[src/pkg/cic_regs.svh]
// Purpose: register offsets, field positions and reset values of the interrupt controller
// Assumes: word offsets on a plain register port, 32-bit data
// Notes: trigger field is two bits per source, split over two registers
`ifndef CIC_REGS_SVH
`define CIC_REGS_SVH

`define CIC_ADDR_W 8
// source tier
`define CIC_SOURCE_RAW_VECTOR 8'h00
`define CIC_SOURCE_NONLATCH_SELECT 8'h01
`define CIC_SOURCE_DETECT_MODE_LO 8'h02
`define CIC_SOURCE_DETECT_MODE_HI 8'h03
`define CIC_SOURCE_EVENT_INJECT 8'h04
`define CIC_SOURCE_EVENT_LOG 8'h05
`define CIC_SOURCE_ENABLE_VECTOR 8'h06
`define CIC_SOURCE_ENABLE_CLEAR 8'h07
`define CIC_SOURCE_ENABLE_SET 8'h08
`define CIC_SOURCE_PENDING_IDENTITY 8'h09
// destination tier, four consecutive words each
`define CIC_DESTINATION_SOURCE_MASK 8'h10
`define CIC_DESTINATION_PENDING_IDENTITY 8'h14
// module tier
`define CIC_MODULE_INPUT_POLARITY 8'h20
`define CIC_MODULE_RAW_VECTOR 8'h21
`define CIC_MODULE_NONLATCH_SELECT 8'h22
`define CIC_MODULE_DETECT_MODE_LO 8'h23
`define CIC_MODULE_DETECT_MODE_HI 8'h24
`define CIC_MODULE_EVENT_LOG 8'h25
`define CIC_MODULE_ENABLE_VECTOR 8'h26
`define CIC_MODULE_PENDING_IDENTITY 8'h27
// external pins
`define CIC_EXT_INPUT_POLARITY 8'h30
`define CIC_EXT_OUTPUT_POLARITY 8'h31
`define CIC_EXT_OUTPUT_DRIVE_MODE 8'h32

// source bit positions
`define CIC_BIT_PORT_MODULE_AGGREGATE 0
`define CIC_BIT_PIN_SOURCE_ZERO 1
`define CIC_BIT_PIN_SOURCE_ONE 2
`define CIC_BIT_TIMING_PLL_EVENT 26

// reset values
`define CIC_RST_ZERO 32'h0000_0000
`define CIC_RST_EXT_POL 2'h3

`endif

[src/pkg/cic_pkg.sv]
// Purpose: types shared by the interrupt controller
// Assumes: nothing beyond the regs header
// Notes: detect modes follow the two-bit trigger encoding
package cic_pkg;
    typedef enum logic [1:0] {
        CIC_LEVEL = 2'h0,
        CIC_ANY_EDGE = 2'h1,
        CIC_FALL_EDGE = 2'h2,
        CIC_RISE_EDGE = 2'h3
    } cic_mode_e;

    // register port request
    typedef struct packed {
        logic [7:0] addr;
        logic [31:0] wdata;
        logic wr;
        logic rd;
    } cic_req_s;
endpackage

[src/cic_ctrl.sv]
// Purpose: interrupt controller with 27 sources, port-module tier and four destinations
// Assumes: all inputs synchronous to core_clk; internal events active high
// Notes: source events are caught one cycle after the input; outputs are registered
//
// The address map and the strobed register port are this design's own decisions.
`timescale 1ns/1ps
`default_nettype none
`include "cic_regs.svh"

module cic_ctrl
    import cic_pkg::*;
#(
    parameter int MODULES = 8
) (
    // clock and reset
    input wire logic core_clk,
    input wire logic rst_n,
    // register port
    input wire logic [7:0] reg_addr,
    input wire logic [31:0] reg_wdata,
    input wire logic reg_wr,
    input wire logic reg_rd,
    output logic [31:0] reg_rdata,
    // interrupt inputs: bits 3..26 of the source vector, bits 0..2 unused
    input wire logic [26:0] periph_irq,
    input wire logic [MODULES-1:0] port_module_irq,
    input wire logic [1:0] ext_irq_in,
    // destinations
    output logic [1:0] cpu_irq,
    output logic [1:0] ext_irq_out,
    output logic [1:0] ext_irq_oe
);
    localparam int NSRC = 27;

    cic_req_s req;
    assign req = '{addr: reg_addr, wdata: reg_wdata, wr: reg_wr, rd: reg_rd};

    // software state
    logic [NSRC-1:0] src_nonlatch_reg, src_mode_lo_reg, src_mode_hi_reg, src_enable_reg;
    logic [NSRC-1:0] src_log_reg, src_prev_reg;
    logic [NSRC-1:0] dst_mask_reg [4];
    logic [MODULES-1:0] mod_pol_reg, mod_nonlatch_reg, mod_mode_lo_reg, mod_mode_hi_reg;
    logic [MODULES-1:0] mod_enable_reg, mod_log_reg, mod_prev_reg;
    logic [1:0] ext_in_pol_reg, ext_out_pol_reg, ext_drive_reg;

    // write decode helpers
    logic wr_src_nonlatch, wr_src_lo, wr_src_hi, wr_src_inject, wr_src_log;
    logic wr_en_vec, wr_en_clr, wr_en_set;
    assign wr_src_nonlatch = req.wr && req.addr == `CIC_SOURCE_NONLATCH_SELECT;
    assign wr_src_lo = req.wr && req.addr == `CIC_SOURCE_DETECT_MODE_LO;
    assign wr_src_hi = req.wr && req.addr == `CIC_SOURCE_DETECT_MODE_HI;
    assign wr_src_inject = req.wr && req.addr == `CIC_SOURCE_EVENT_INJECT;
    assign wr_src_log = req.wr && req.addr == `CIC_SOURCE_EVENT_LOG;
    assign wr_en_vec = req.wr && req.addr == `CIC_SOURCE_ENABLE_VECTOR;
    assign wr_en_clr = req.wr && req.addr == `CIC_SOURCE_ENABLE_CLEAR;
    assign wr_en_set = req.wr && req.addr == `CIC_SOURCE_ENABLE_SET;

    // event detection shared by both tiers
    function automatic logic detect(input logic cur, input logic prev,
                                    input logic lo, input logic hi);
        logic [1:0] m;
        m = {hi, lo};
        case (m)
            CIC_LEVEL: detect = cur;
            CIC_ANY_EDGE: detect = cur ^ prev;
            CIC_FALL_EDGE: detect = prev & ~cur;
            CIC_RISE_EDGE: detect = cur & ~prev;
            default: detect = 1'b0;
        endcase
    endfunction

    // module tier: polarity first, then detection and log
    logic [MODULES-1:0] mod_raw, mod_evt, mod_pending, mod_ident;
    assign mod_raw = port_module_irq ^ mod_pol_reg;
    always_comb begin
        for (int i = 0; i < MODULES; i++) begin
            mod_evt[i] = detect(mod_raw[i], mod_prev_reg[i], mod_mode_lo_reg[i],
                                mod_mode_hi_reg[i]);
        end
    end
    assign mod_pending = (mod_nonlatch_reg & mod_raw) | (~mod_nonlatch_reg & mod_log_reg);
    assign mod_ident = mod_pending & mod_enable_reg;

    // source vector assembly; pins polarity corrected on entry
    logic [NSRC-1:0] src_raw, src_evt, src_pending, src_ident;
    logic [NSRC-1:0] dst_ident [4];
    always_comb begin
        src_raw = periph_irq;
        src_raw[`CIC_BIT_PORT_MODULE_AGGREGATE] = |mod_ident;
        src_raw[`CIC_BIT_PIN_SOURCE_ZERO] = ext_irq_in[0] ^ ext_in_pol_reg[0];
        src_raw[`CIC_BIT_PIN_SOURCE_ONE] = ext_irq_in[1] ^ ext_in_pol_reg[1];
    end
    always_comb begin
        for (int i = 0; i < NSRC; i++) begin
            src_evt[i] = detect(src_raw[i], src_prev_reg[i], src_mode_lo_reg[i],
                                src_mode_hi_reg[i]);
        end
    end
    // nonlatch sources take the raw value for pending; the log still records their events
    assign src_pending = (src_nonlatch_reg & src_raw) | (~src_nonlatch_reg & src_log_reg);
    assign src_ident = src_pending & src_enable_reg;
    always_comb begin
        for (int d = 0; d < 4; d++) begin
            dst_ident[d] = src_ident & dst_mask_reg[d];
        end
    end

    // previous-value history for edge detection
    always_ff @(posedge core_clk or negedge rst_n) begin
        if (!rst_n) begin
            src_prev_reg <= '0;
            mod_prev_reg <= '0;
        end else begin
            src_prev_reg <= src_raw;
            mod_prev_reg <= mod_raw;
        end
    end

    // source log: set and inject win over a software clear
    always_ff @(posedge core_clk or negedge rst_n) begin
        if (!rst_n) begin
            src_log_reg <= '0;
        end else begin
            src_log_reg <= (src_log_reg & ~(wr_src_log ? reg_wdata[NSRC-1:0] : '0))
                | src_evt
                | (wr_src_inject ? reg_wdata[NSRC-1:0] : '0);
        end
    end

    // module log, same clear-by-one behaviour
    always_ff @(posedge core_clk or negedge rst_n) begin
        if (!rst_n) begin
            mod_log_reg <= '0;
        end else if (req.wr && req.addr == `CIC_MODULE_EVENT_LOG) begin
            mod_log_reg <= (mod_log_reg & ~reg_wdata[MODULES-1:0]) | mod_evt;
        end else begin
            mod_log_reg <= mod_log_reg | mod_evt;
        end
    end

    // source enable with atomic set and clear
    always_ff @(posedge core_clk or negedge rst_n) begin
        if (!rst_n) begin
            src_enable_reg <= '0;
        end else if (wr_en_vec) begin
            src_enable_reg <= reg_wdata[NSRC-1:0];
        end else if (wr_en_clr) begin
            src_enable_reg <= src_enable_reg & ~reg_wdata[NSRC-1:0];
        end else if (wr_en_set) begin
            src_enable_reg <= src_enable_reg | reg_wdata[NSRC-1:0];
        end
    end

    // plain configuration registers
    always_ff @(posedge core_clk or negedge rst_n) begin
        if (!rst_n) begin
            src_nonlatch_reg <= '0;
            src_mode_lo_reg <= '0;
            src_mode_hi_reg <= '0;
            for (int d = 0; d < 4; d++) begin
                dst_mask_reg[d] <= '0;
            end
            mod_pol_reg <= '0;
            mod_nonlatch_reg <= '0;
            mod_mode_lo_reg <= '0;
            mod_mode_hi_reg <= '0;
            mod_enable_reg <= '0;
            ext_in_pol_reg <= `CIC_RST_EXT_POL;
            ext_out_pol_reg <= `CIC_RST_EXT_POL;
            ext_drive_reg <= '0;
        end else if (req.wr) begin
            if (wr_src_nonlatch) src_nonlatch_reg <= reg_wdata[NSRC-1:0];
            if (wr_src_lo) src_mode_lo_reg <= reg_wdata[NSRC-1:0];
            if (wr_src_hi) src_mode_hi_reg <= reg_wdata[NSRC-1:0];
            for (int d = 0; d < 4; d++) begin
                if (req.addr == `CIC_DESTINATION_SOURCE_MASK + 8'(d)) begin
                    dst_mask_reg[d] <= reg_wdata[NSRC-1:0];
                end
            end
            case (req.addr)
                `CIC_MODULE_INPUT_POLARITY: mod_pol_reg <= reg_wdata[MODULES-1:0];
                `CIC_MODULE_NONLATCH_SELECT: mod_nonlatch_reg <= reg_wdata[MODULES-1:0];
                `CIC_MODULE_DETECT_MODE_LO: mod_mode_lo_reg <= reg_wdata[MODULES-1:0];
                `CIC_MODULE_DETECT_MODE_HI: mod_mode_hi_reg <= reg_wdata[MODULES-1:0];
                `CIC_MODULE_ENABLE_VECTOR: mod_enable_reg <= reg_wdata[MODULES-1:0];
                `CIC_EXT_INPUT_POLARITY: ext_in_pol_reg <= reg_wdata[1:0];
                `CIC_EXT_OUTPUT_POLARITY: ext_out_pol_reg <= reg_wdata[1:0];
                `CIC_EXT_OUTPUT_DRIVE_MODE: ext_drive_reg <= reg_wdata[1:0];
                default: ;
            endcase
        end
    end

    // destinations: OR of mapped identity, registered once in the output stage
    logic [3:0] dest_next;
    always_comb begin
        for (int d = 0; d < 4; d++) begin
            dest_next[d] = |dst_ident[d];
        end
    end
    always_ff @(posedge core_clk or negedge rst_n) begin
        if (!rst_n) begin
            cpu_irq <= '0;
            ext_irq_out <= '0;
            ext_irq_oe <= '0;
        end else begin
            cpu_irq <= dest_next[1:0];
            for (int e = 0; e < 2; e++) begin
                // open drain where ext_drive_reg is set: drive only the low level, release the pin otherwise; push-pull where it is clear
                ext_irq_out[e] <= dest_next[2+e] ^ ext_out_pol_reg[e];
                ext_irq_oe[e] <= ext_drive_reg[e] ?
                    (dest_next[2+e] ^ ext_out_pol_reg[e]) == 1'b0 : 1'b1;
            end
        end
    end

    // read port, data in the cycle after the strobe
    always_ff @(posedge core_clk or negedge rst_n) begin
        if (!rst_n) begin
            reg_rdata <= '0;
        end else if (req.rd) begin
            reg_rdata <= '0;
            case (req.addr)
                `CIC_SOURCE_RAW_VECTOR: reg_rdata <= 32'(src_raw);
                `CIC_SOURCE_NONLATCH_SELECT: reg_rdata <= 32'(src_nonlatch_reg);
                `CIC_SOURCE_DETECT_MODE_LO: reg_rdata <= 32'(src_mode_lo_reg);
                `CIC_SOURCE_DETECT_MODE_HI: reg_rdata <= 32'(src_mode_hi_reg);
                `CIC_SOURCE_EVENT_LOG: reg_rdata <= 32'(src_log_reg);
                `CIC_SOURCE_ENABLE_VECTOR: reg_rdata <= 32'(src_enable_reg);
                `CIC_SOURCE_PENDING_IDENTITY: reg_rdata <= 32'(src_ident);
                `CIC_DESTINATION_SOURCE_MASK: reg_rdata <= 32'(dst_mask_reg[0]);
                8'h11: reg_rdata <= 32'(dst_mask_reg[1]);
                8'h12: reg_rdata <= 32'(dst_mask_reg[2]);
                8'h13: reg_rdata <= 32'(dst_mask_reg[3]);
                `CIC_DESTINATION_PENDING_IDENTITY: reg_rdata <= 32'(dst_ident[0]);
                8'h15: reg_rdata <= 32'(dst_ident[1]);
                8'h16: reg_rdata <= 32'(dst_ident[2]);
                8'h17: reg_rdata <= 32'(dst_ident[3]);
                `CIC_MODULE_INPUT_POLARITY: reg_rdata <= 32'(mod_pol_reg);
                `CIC_MODULE_RAW_VECTOR: reg_rdata <= 32'(mod_raw);
                `CIC_MODULE_NONLATCH_SELECT: reg_rdata <= 32'(mod_nonlatch_reg);
                `CIC_MODULE_DETECT_MODE_LO: reg_rdata <= 32'(mod_mode_lo_reg);
                `CIC_MODULE_DETECT_MODE_HI: reg_rdata <= 32'(mod_mode_hi_reg);
                `CIC_MODULE_EVENT_LOG: reg_rdata <= 32'(mod_log_reg);
                `CIC_MODULE_ENABLE_VECTOR: reg_rdata <= 32'(mod_enable_reg);
                `CIC_MODULE_PENDING_IDENTITY: reg_rdata <= 32'(mod_ident);
                `CIC_EXT_INPUT_POLARITY: reg_rdata <= 32'(ext_in_pol_reg);
                `CIC_EXT_OUTPUT_POLARITY: reg_rdata <= 32'(ext_out_pol_reg);
                `CIC_EXT_OUTPUT_DRIVE_MODE: reg_rdata <= 32'(ext_drive_reg);
                default: reg_rdata <= '0;
            endcase
        end else begin
            reg_rdata <= '0;
        end
    end

    // checks
    AST_ENA_CLR: assert property (@(posedge core_clk) disable iff (!rst_n)
        wr_en_clr |=> src_enable_reg == ($past(src_enable_reg) & ~$past(reg_wdata[NSRC-1:0])))
        else $error("enable clear wrong");
    AST_ENA_SET: assert property (@(posedge core_clk) disable iff (!rst_n)
        wr_en_set |=> src_enable_reg == ($past(src_enable_reg) | $past(reg_wdata[NSRC-1:0])))
        else $error("enable set wrong");
    AST_INJECT: assert property (@(posedge core_clk) disable iff (!rst_n)
        wr_src_inject |=> (src_log_reg & $past(reg_wdata[NSRC-1:0])) == $past(reg_wdata[NSRC-1:0]))
        else $error("inject lost");
    AST_LEVEL_RESET: assert property (@(posedge core_clk) disable iff (!rst_n)
        (!src_mode_lo_reg[3] && !src_mode_hi_reg[3] && src_raw[3]) |=> src_log_reg[3])
        else $error("level source not relogged");
    AST_NONLATCH: assert property (@(posedge core_clk) disable iff (!rst_n)
        src_nonlatch_reg[4] |-> src_pending[4] == src_raw[4])
        else $error("nonlatch mismatch");
    AST_CPU_OUT: assert property (@(posedge core_clk) disable iff (!rst_n)
        |dst_ident[0] |=> cpu_irq[0])
        else $error("cpu dest not raised");
    AST_DEST_QUIET: assert property (@(posedge core_clk) disable iff (!rst_n)
        dst_mask_reg[1] == '0 |=> !cpu_irq[1])
        else $error("unmapped dest raised");
    AST_AGGREGATE: assert property (@(posedge core_clk) disable iff (!rst_n)
        src_raw[0] == |(mod_pending & mod_enable_reg))
        else $error("aggregate mismatch");
    AST_READ_RAW: assert property (@(posedge core_clk) disable iff (!rst_n)
        (req.rd && req.addr == `CIC_SOURCE_RAW_VECTOR) |=> reg_rdata == 32'($past(src_raw)))
        else $error("raw read wrong");
endmodule
`default_nettype wire

[config.mk]
export PLATFORM = sky130hd
export DESIGN_NAME = cic_ctrl
export DESIGN_NICKNAME = d
export VERILOG_FILES = /design/src/pkg/cic_pkg.sv /design/src/cic_ctrl.sv
export VERILOG_INCLUDE_DIRS = /design/src /design/src/pkg
export SDC_FILE = /design/constraint.sdc
export NUM_CORES = 1
export LEC_CHECK = 0
export BUFFER_PORTS_ARGS = -buffer_cell sky130_fd_sc_hd__buf_2
export CAP_MARGIN = 20
export CORE_UTILIZATION = 45
export CTS_CLUSTER_SIZE = 40
export DETAILED_ROUTE_END_ITERATION = 8
export HOLD_SLACK_MARGIN = 0.03
export PLACE_DENSITY_LB_ADDON = 0.15
export RECOVER_POWER = 25
export SLEW_MARGIN = 20
export SYNTH_ARGS = -nofsm -noshare
export SYNTH_HDL_FRONTEND = slang
export SYNTH_SLANG_ARGS = --single-unit
[constraint.sdc]
create_clock -name core_clk -period 3.6 [get_ports core_clk]
set_input_delay 0.72 -clock core_clk [delete_from_list [all_inputs] [get_ports core_clk]]
set_output_delay 0.72 -clock core_clk [all_outputs]
set_load 0.02 [all_outputs]
==> results.py, run 1 <==
metrics = {
    "sta": {
        "rsz0062_at_grt": "no",
        "setup_tns_ns": 0,
        "worst_slew_pin_slew_ns": 2.57,
        "setup_ws_ns": 0.321,
        "period_share_pct": 91.1,
        "timing.fmax_ghz": 0.305,
        "fin_crit_ns": 3.28,
        "finalClockSkew_ns": 0.0140,
        "slew_headroom_pct": -71.6,
        "hold_viol_final": 0,
        "finalSetupViolations": 0,
        "drv_slew": 87,
        "hold-worst-slack_ns": 0.360,
    },
    "place": {
        "routabilityCongestion": 0.978,
        "dp_hpwl_mm": 54.6,
        "dp_slack_ns": 0.0325,
        "dp.cells": 2553,
        "place_area_um2": 22400,
        "port_buffers": 105,
    },
    "power_and_ir_drop": {
        "power.leakage_nw": 10.8,
        "vdd_drop_max_mv": 0.369,
        "p_int_mw": 7.68,
        "p_sw_mw": 2.73,
        "clkPwrFrac_pct": 45.4,
        "seqPwrFrac_pct": 43.1,
        "combPwrFrac_pct": 11.4,
        "switching_share_pct": 26.2,
        "p_total_mw": 10.4,
        "power_per_cell_area_nw_per_um2": 436,
    },
    "grt": {
        "first_global_vias": 17000,
        "antenna_found_initial": 5,
        "met3_usage_pct": 7.10,
        "use_met2_pct": 50.6,
        "grt_pass1_wl_mm": 115,
        "top_usage_layer": "met2",
        "grt_max_degree": 89,
        "use_met1_pct": 45.9,
        "grt-ovfl-total": 0,
        "grt_usage_pct": 33.4,
    },
    "floorplan": {
        "chipWidth_um": 217,
        "coreArea_um2": 45400,
        "die_area_um2": 47000,
        "row_count": 78,
        "start_util_pct": 45.7,
        "die_h_um": 217,
        "boundaryPins": 119,
    },
    "critical_path": {
        "path_class": "in -> reg",
        "crit_path_start_kind": "input pin",
        "crit_fanout": 27,
        "path_cells": "buf_2, nor2b_1, a22o_1, a31oi_1, o311ai_0, a2111oi_0, buf_4, a31oi_1",
        "crit_path_max_incr_delay_ns": 0.82,
        "critPathMostFrequentCell": "a31oi_1",
        "cp.arrival_ns": 3.71,
        "rr_worst_depth": 6,
        "timing.rr.end": "ext_irq_oe[1]",
        "end_kind": "flop",
        "r2r-start": "src_nonlatch_reg[14]",
        "crit_slowest_cell": "a2111oi_0",
        "r2r_slack_ns": 0.83,
        "required_ns": 4.03,
    },
    "layout": {
        "num-fill-cells": 4017,
        "post-route-util_pct": 52.6,
        "layout-drive-gt1-share_pct": 29.3,
        "largest_reg_flops": 108,
        "syn_to_final_growth_pct": 15.1,
        "nets": 2149,
        "final_area_um2": 23900,
        "stdcell_count": 2629,
    },
    "cts": {
        "hold_buffers": 0,
        "clockBufferDepth": 3,
        "clock-sinks": 365,
        "cts_setup_buffers": 0,
        "cts_tree": "yes",
        "htreeDepth": 2,
        "path_clk_slew_ns": 0.06,
        "cts.repair.resized": 0,
        "cts_root_buf": "clkbuf_16",
        "insertion_delay_ns": 0.57,
        "cts_made_buffers": 43,
    },
    "synth": {
        "ys_warn_count": 0,
        "synth.distinct_cells": 90,
        "synth_seq_cells": 365,
        "synthFlopType": "dfrtp_1",
        "netlist_area_um2": 20700,
        "async_flop_share_pct": 100,
        "syn_inst": 1854,
        "synth-edff-count": 0,
        "synth_area_per_cell_um2": 11.2,
        "yosysSeqAreaShare_pct": 44.1,
    },
    "routing": {
        "antenna_left": 0,
        "dr.pass1.iters": 6,
        "drc": 0,
        "wl_per_cell_um": 29.5,
        "drt_iter0_drc": 1842,
        "vias_per_cell": 6.55,
        "vias": 17200,
        "drt-total-wl_mm": 77.4,
    },
    "hold_path": {
        "hold_class": "in -> reg",
        "min_from": "periph_irq[19]",
        "hold_end": "src_prev_reg[19]",
        "hold_depth": 1,
    },
    "outcome": {
        "violations": "capacitance limit, slew limit",
        "outcome": "finished, violations left",
    },
    "job": {
        "cap_viol_max_count": 1,
    },
}
cell families (layout without fill, tap and decap cells):
kind of cell | count (synthesis) | in the layout | synth area share [%]
AO/OA/AOI/OAI | 482 | 482 | 16.8
XOR/XNOR | 14 | 14 | 0.627
adder cells (fa/ha/maj) | 70 | 70 | 4.22
buffers and inverters | 246 | 416 | 5.30
flip-flops | 365 | 365 | 44.1
multiplexers | 347 | 347 | 20.3
other | 1 | 6 | 0.0181
AND/OR/NAND/NOR | 329 | 329 | 8.67
placed cells by master (no fill, tap or decap), types with 9 or more instances in the layout:
cell and n:
nor2_1 51, a31oi_1 24, nand4_1 13, buf_2 79, clkinv_2 9, dfrtp_1 361, a22o_1 54, clkbuf_1 31
mux2i_1 56, nand2_1 129, inv_1 109, xor2_1 11, a22oi_1 77, buf_4 113, clkbuf_16 45, mux2_2 242
a222oi_1 10, ha_1 70, mux2_1 16, a211oi_1 11, nand3_1 20, and2_1 10, a21oi_1 73, a221oi_1 18
a221o_1 37, mux4_2 33, nor2b_1 28, o22ai_1 25, o21ai_0 78, a32oi_1 25
routing by layer:
layer / part of all wire, % / wire length (µm) / up-vias
met5: 0.076 / 59 / -
met4: 4.4 / 3390 / 8
met3: 9.5 / 7380 / 194
met2: 45 / 34700 / 938
met1: 41 / 32000 / 8849
li1: - / - / 7231
cells in the mapped netlist (7+ instances only):
master / n / area, µm²
mux2_1: 16 / 180
o22ai_1: 25 / 156
nand4_1: 13 / 81.3
inv_1: 109 / 409
nand2_1: 129 / 484
mux2_2: 242 / 2730
a211oi_1: 11 / 82.6
o221ai_1: 7 / 61.3
nand3_1: 20 / 100
a31oi_1: 24 / 150
a21oi_1: 73 / 365
ha_1: 70 / 876
o21ai_0: 78 / 390
a22o_1: 54 / 473
mux4_2: 33 / 743
a222oi_1: 10 / 100
xor2_1: 10 / 87.6
a32oi_1: 25 / 219
buf_2: 56 / 280
a22oi_1: 77 / 578
dfrtp_1: 361 / 9030
a221oi_1: 18 / 158
nand2b_1: 8 / 50.1
nand2_2: 7 / 43.8
nor2_1: 51 / 191
clkbuf_1: 55 / 206
mux2i_1: 56 / 561
nor2b_1: 28 / 175
a221o_1: 37 / 370
buf_4: 15 / 113
and2_1: 10 / 62.6
nor3_1: 8 / 40.0
power by group through the flow:
| stage | logic (mW) | registers, mW | clock network, mW |
|---|---|---|---|
| CTS | 1.18 | 4.48 | 4.81 |
| global route | 1.28 | 4.51 | 4.96 |
| finish | 1.19 | 4.49 | 4.73 |
| detailed placement | 1.17 | 4.56 | 0 |
| global placement | 1.14 | 4.55 | 0 |
| floorplan | 0.666 | 4.50 | 0 |
worst max path at each step:
stage / startpoint / end / slack, ns / cells after the start
finish: reg_addr[1] / reg_rdata[3] / 0.32 / 8
global route: rst_n / src_prev_reg[0] / 0.35 / 2
CTS: reg_addr[1] / reg_rdata[3] / 0.63 / 8
detailed placement: reg_addr[1] / reg_rdata[3] / 0.03 / 8
global placement: reg_addr[1] / reg_rdata[3] / 0.002 / 8
floorplan: port_module_irq[6] / src_log_reg[0] / 1.09 / 9
layout make-up:
class                           instances  area (µm²)  area share (%)
Inverter                              113         424            1.78
Clock buffer                           58        1250            5.25
Tap cell                              600         751            3.14
Clock inverter                         17         263            1.10
Timing Repair Buffer                  228        1510            6.33
Multi-Input combinational cell       1247       10500            44.1
Sequential cell                       365        9140            38.3
Antenna cell                            1        2.50          0.0105
worst max-delay path, delay by kind of cell:
family,cells,cell delay (ns)
AO/OA/AOI/OAI,5,1.75
buffers and inverters,2,0.84
AND/OR/NAND/NOR,1,0.36
Note: power is estimated with default switching activity, not from simulation.
==> run 2, diff against run 1 <==
CTS_BUF_LIST = sky130_fd_sc_hd__clkbuf_16   (was default)
==> results.py, run 2 (synthesis gave the netlist of run 1 again) <==
metrics = {
    "sta": {
        "slew_headroom_pct": -70.8,
        "finalClockSkew_ns": 0.0158,
        "drv_slew": 87,
        "setup_tns_ns": 0,
        "period_share_pct": 90.8,
        "worst_slew_pin_slew_ns": 2.56,
        "timing.fmax_ghz": 0.306,
        "fin_crit_ns": 3.27,
        "hold_viol_final": 0,
        "rsz0062_at_grt": "no",
        "hold-worst-slack_ns": 0.352,
        "finalSetupViolations": 0,
    },
    "job": {
        "cap_viol_max_count": 1,
    },
    "grt": {
        "grt_usage_pct": 33.4,
        "first_global_vias": 17100,
        "grt_max_degree": 89,
        "grt-ovfl-total": 0,
        "grt_pass1_wl_mm": 115,
        "antenna_found_initial": 5,
    },
    "critical_path": {
        "path_class": "in -> reg",
        "cp.arrival_ns": 3.70,
        "crit_fanout": 27,
        "r2r_slack_ns": 0.83,
        "required_ns": 4.03,
        "crit_path_start_kind": "input pin",
        "end_kind": "flop",
    },
    "layout": {
        "post-route-util_pct": 52.4,
        "mostFrequentLayoutCell": "dfrtp_1",
        "largest_reg_flops": 108,
        "final_cell_mix": "dfrtp_1, mux2_2, nand2_1",
        "final_area_um2": 23800,
        "syn_to_final_growth_pct": 14.7,
        "nets": 2149,
        "layout-drive-gt1-share_pct": 28.9,
    },
    "cts": {
        "hold_buffers": 0,
        "cts_setup_buffers": 0,
        "clock-sinks": 365,
        "cts_tree": "yes",
        "clockBufferDepth": 3,
        "path_clk_slew_ns": 0.06,
        "cts.repair.resized": 0,
        "insertion_delay_ns": 0.58,
        "cts_made_buffers": 43,
        "htreeDepth": 2,
        "cts_root_buf": "clkbuf_16",
    },
    "routing": {
        "drc": 0,
        "drt_iter0_drc": 2056,
        "antenna_left": 0,
        "wl_per_cell_um": 29.5,
        "dr.pass1.iters": 7,
        "vias_per_cell": 6.62,
        "vias": 17400,
        "drt-total-wl_mm": 77.5,
    },
    "floorplan": {
        "row_count": 78,
        "start_util_pct": 45.7,
        "chipWidth_um": 217,
        "die_h_um": 217,
        "die_area_um2": 47000,
        "boundaryPins": 119,
        "coreArea_um2": 45400,
    },
    "power_and_ir_drop": {
        "power.leakage_nw": 10.8,
        "p_total_mw": 10.2,
        "vdd_drop_max_mv": 0.368,
        "power_per_cell_area_nw_per_um2": 429,
    },
    "place": {
        "port_buffers": 105,
        "place_area_um2": 22400,
        "dp_hpwl_mm": 54.6,
        "routabilityCongestion": 0.978,
    },
    "hold_path": {
        "hold_class": "in -> reg",
    },
    "outcome": {
        "outcome": "finished, violations left",
        "violations": "capacitance limit, slew limit",
    },
}
==> run 2: layout make-up <==
class,instances,area [µm²]
clock inverters,30,312
well taps,600,751
inverters,113,424
repair buffers,228,1510
flip-flops and latches,365,9140
clock buffers,45,1130
fillers,4019,21600
multi-input cells,1247,10500
diodes,1,2.50
==> run 2: worst paths after layout <==
check | cells after the start | start | end
max in group asynchronous | 2 | rst_n | src_log_reg[4]
min | 1 | periph_irq[3] | src_prev_reg[3]
min reg2reg | 1 | src_mode_hi_reg[0] | src_log_reg[0]
max | 8 | reg_addr[1] | reg_rdata[3]
max reg2reg | 6 | src_nonlatch_reg[14] | ext_irq_oe[1]
min in group asynchronous | 1 | rst_n | mod_mode_hi_reg[3]
==> run 2: worst max-delay path, stage by stage <==
cell	delay [ns]
buf_2	0.61
nor2b_1	0.36
a22o_1	0.36
a31oi_1	0.27
o311ai_0	0.18
a2111oi_0	0.80
buf_4	0.23
a31oi_1	0.12
==> run 2: report_power, final <==
| part | switching [mW] | leakage (nW) | total, mW | internal [mW] |
|---|---|---|---|---|
| Combinational | 0.738 | 5.32 | 1.19 | 0.454 |
| Clock | 1.78 | 0.728 | 4.53 | 2.75 |
| Sequential | 0.194 | 4.76 | 4.49 | 4.29 |
| Total | 2.71 | 10.8 | 10.2 | 7.50 |
==> run 2: stage by stage <==
| stage | setup WS [ns] | cells |
|---|---|---|
| floorplan | 1.09 | 1858 |
| global placement | 0.00238 | 2553 |
| detailed placement | 0.0325 | 2553 |
| CTS | 0.630 | 2628 |
| global route | 0.343 | 2629 |
| finish | 0.332 | 2629 |
==> run 2: per-layer routing <==
metal	share of wire, %	GRT usage (%)	vias to the layer above
met2	44	50.3	1020
met5	0.057	0	-
met4	4.7	15.3	8
met1	41	46.1	8923
met3	9.6	6.96	229
li1	-	-	7232
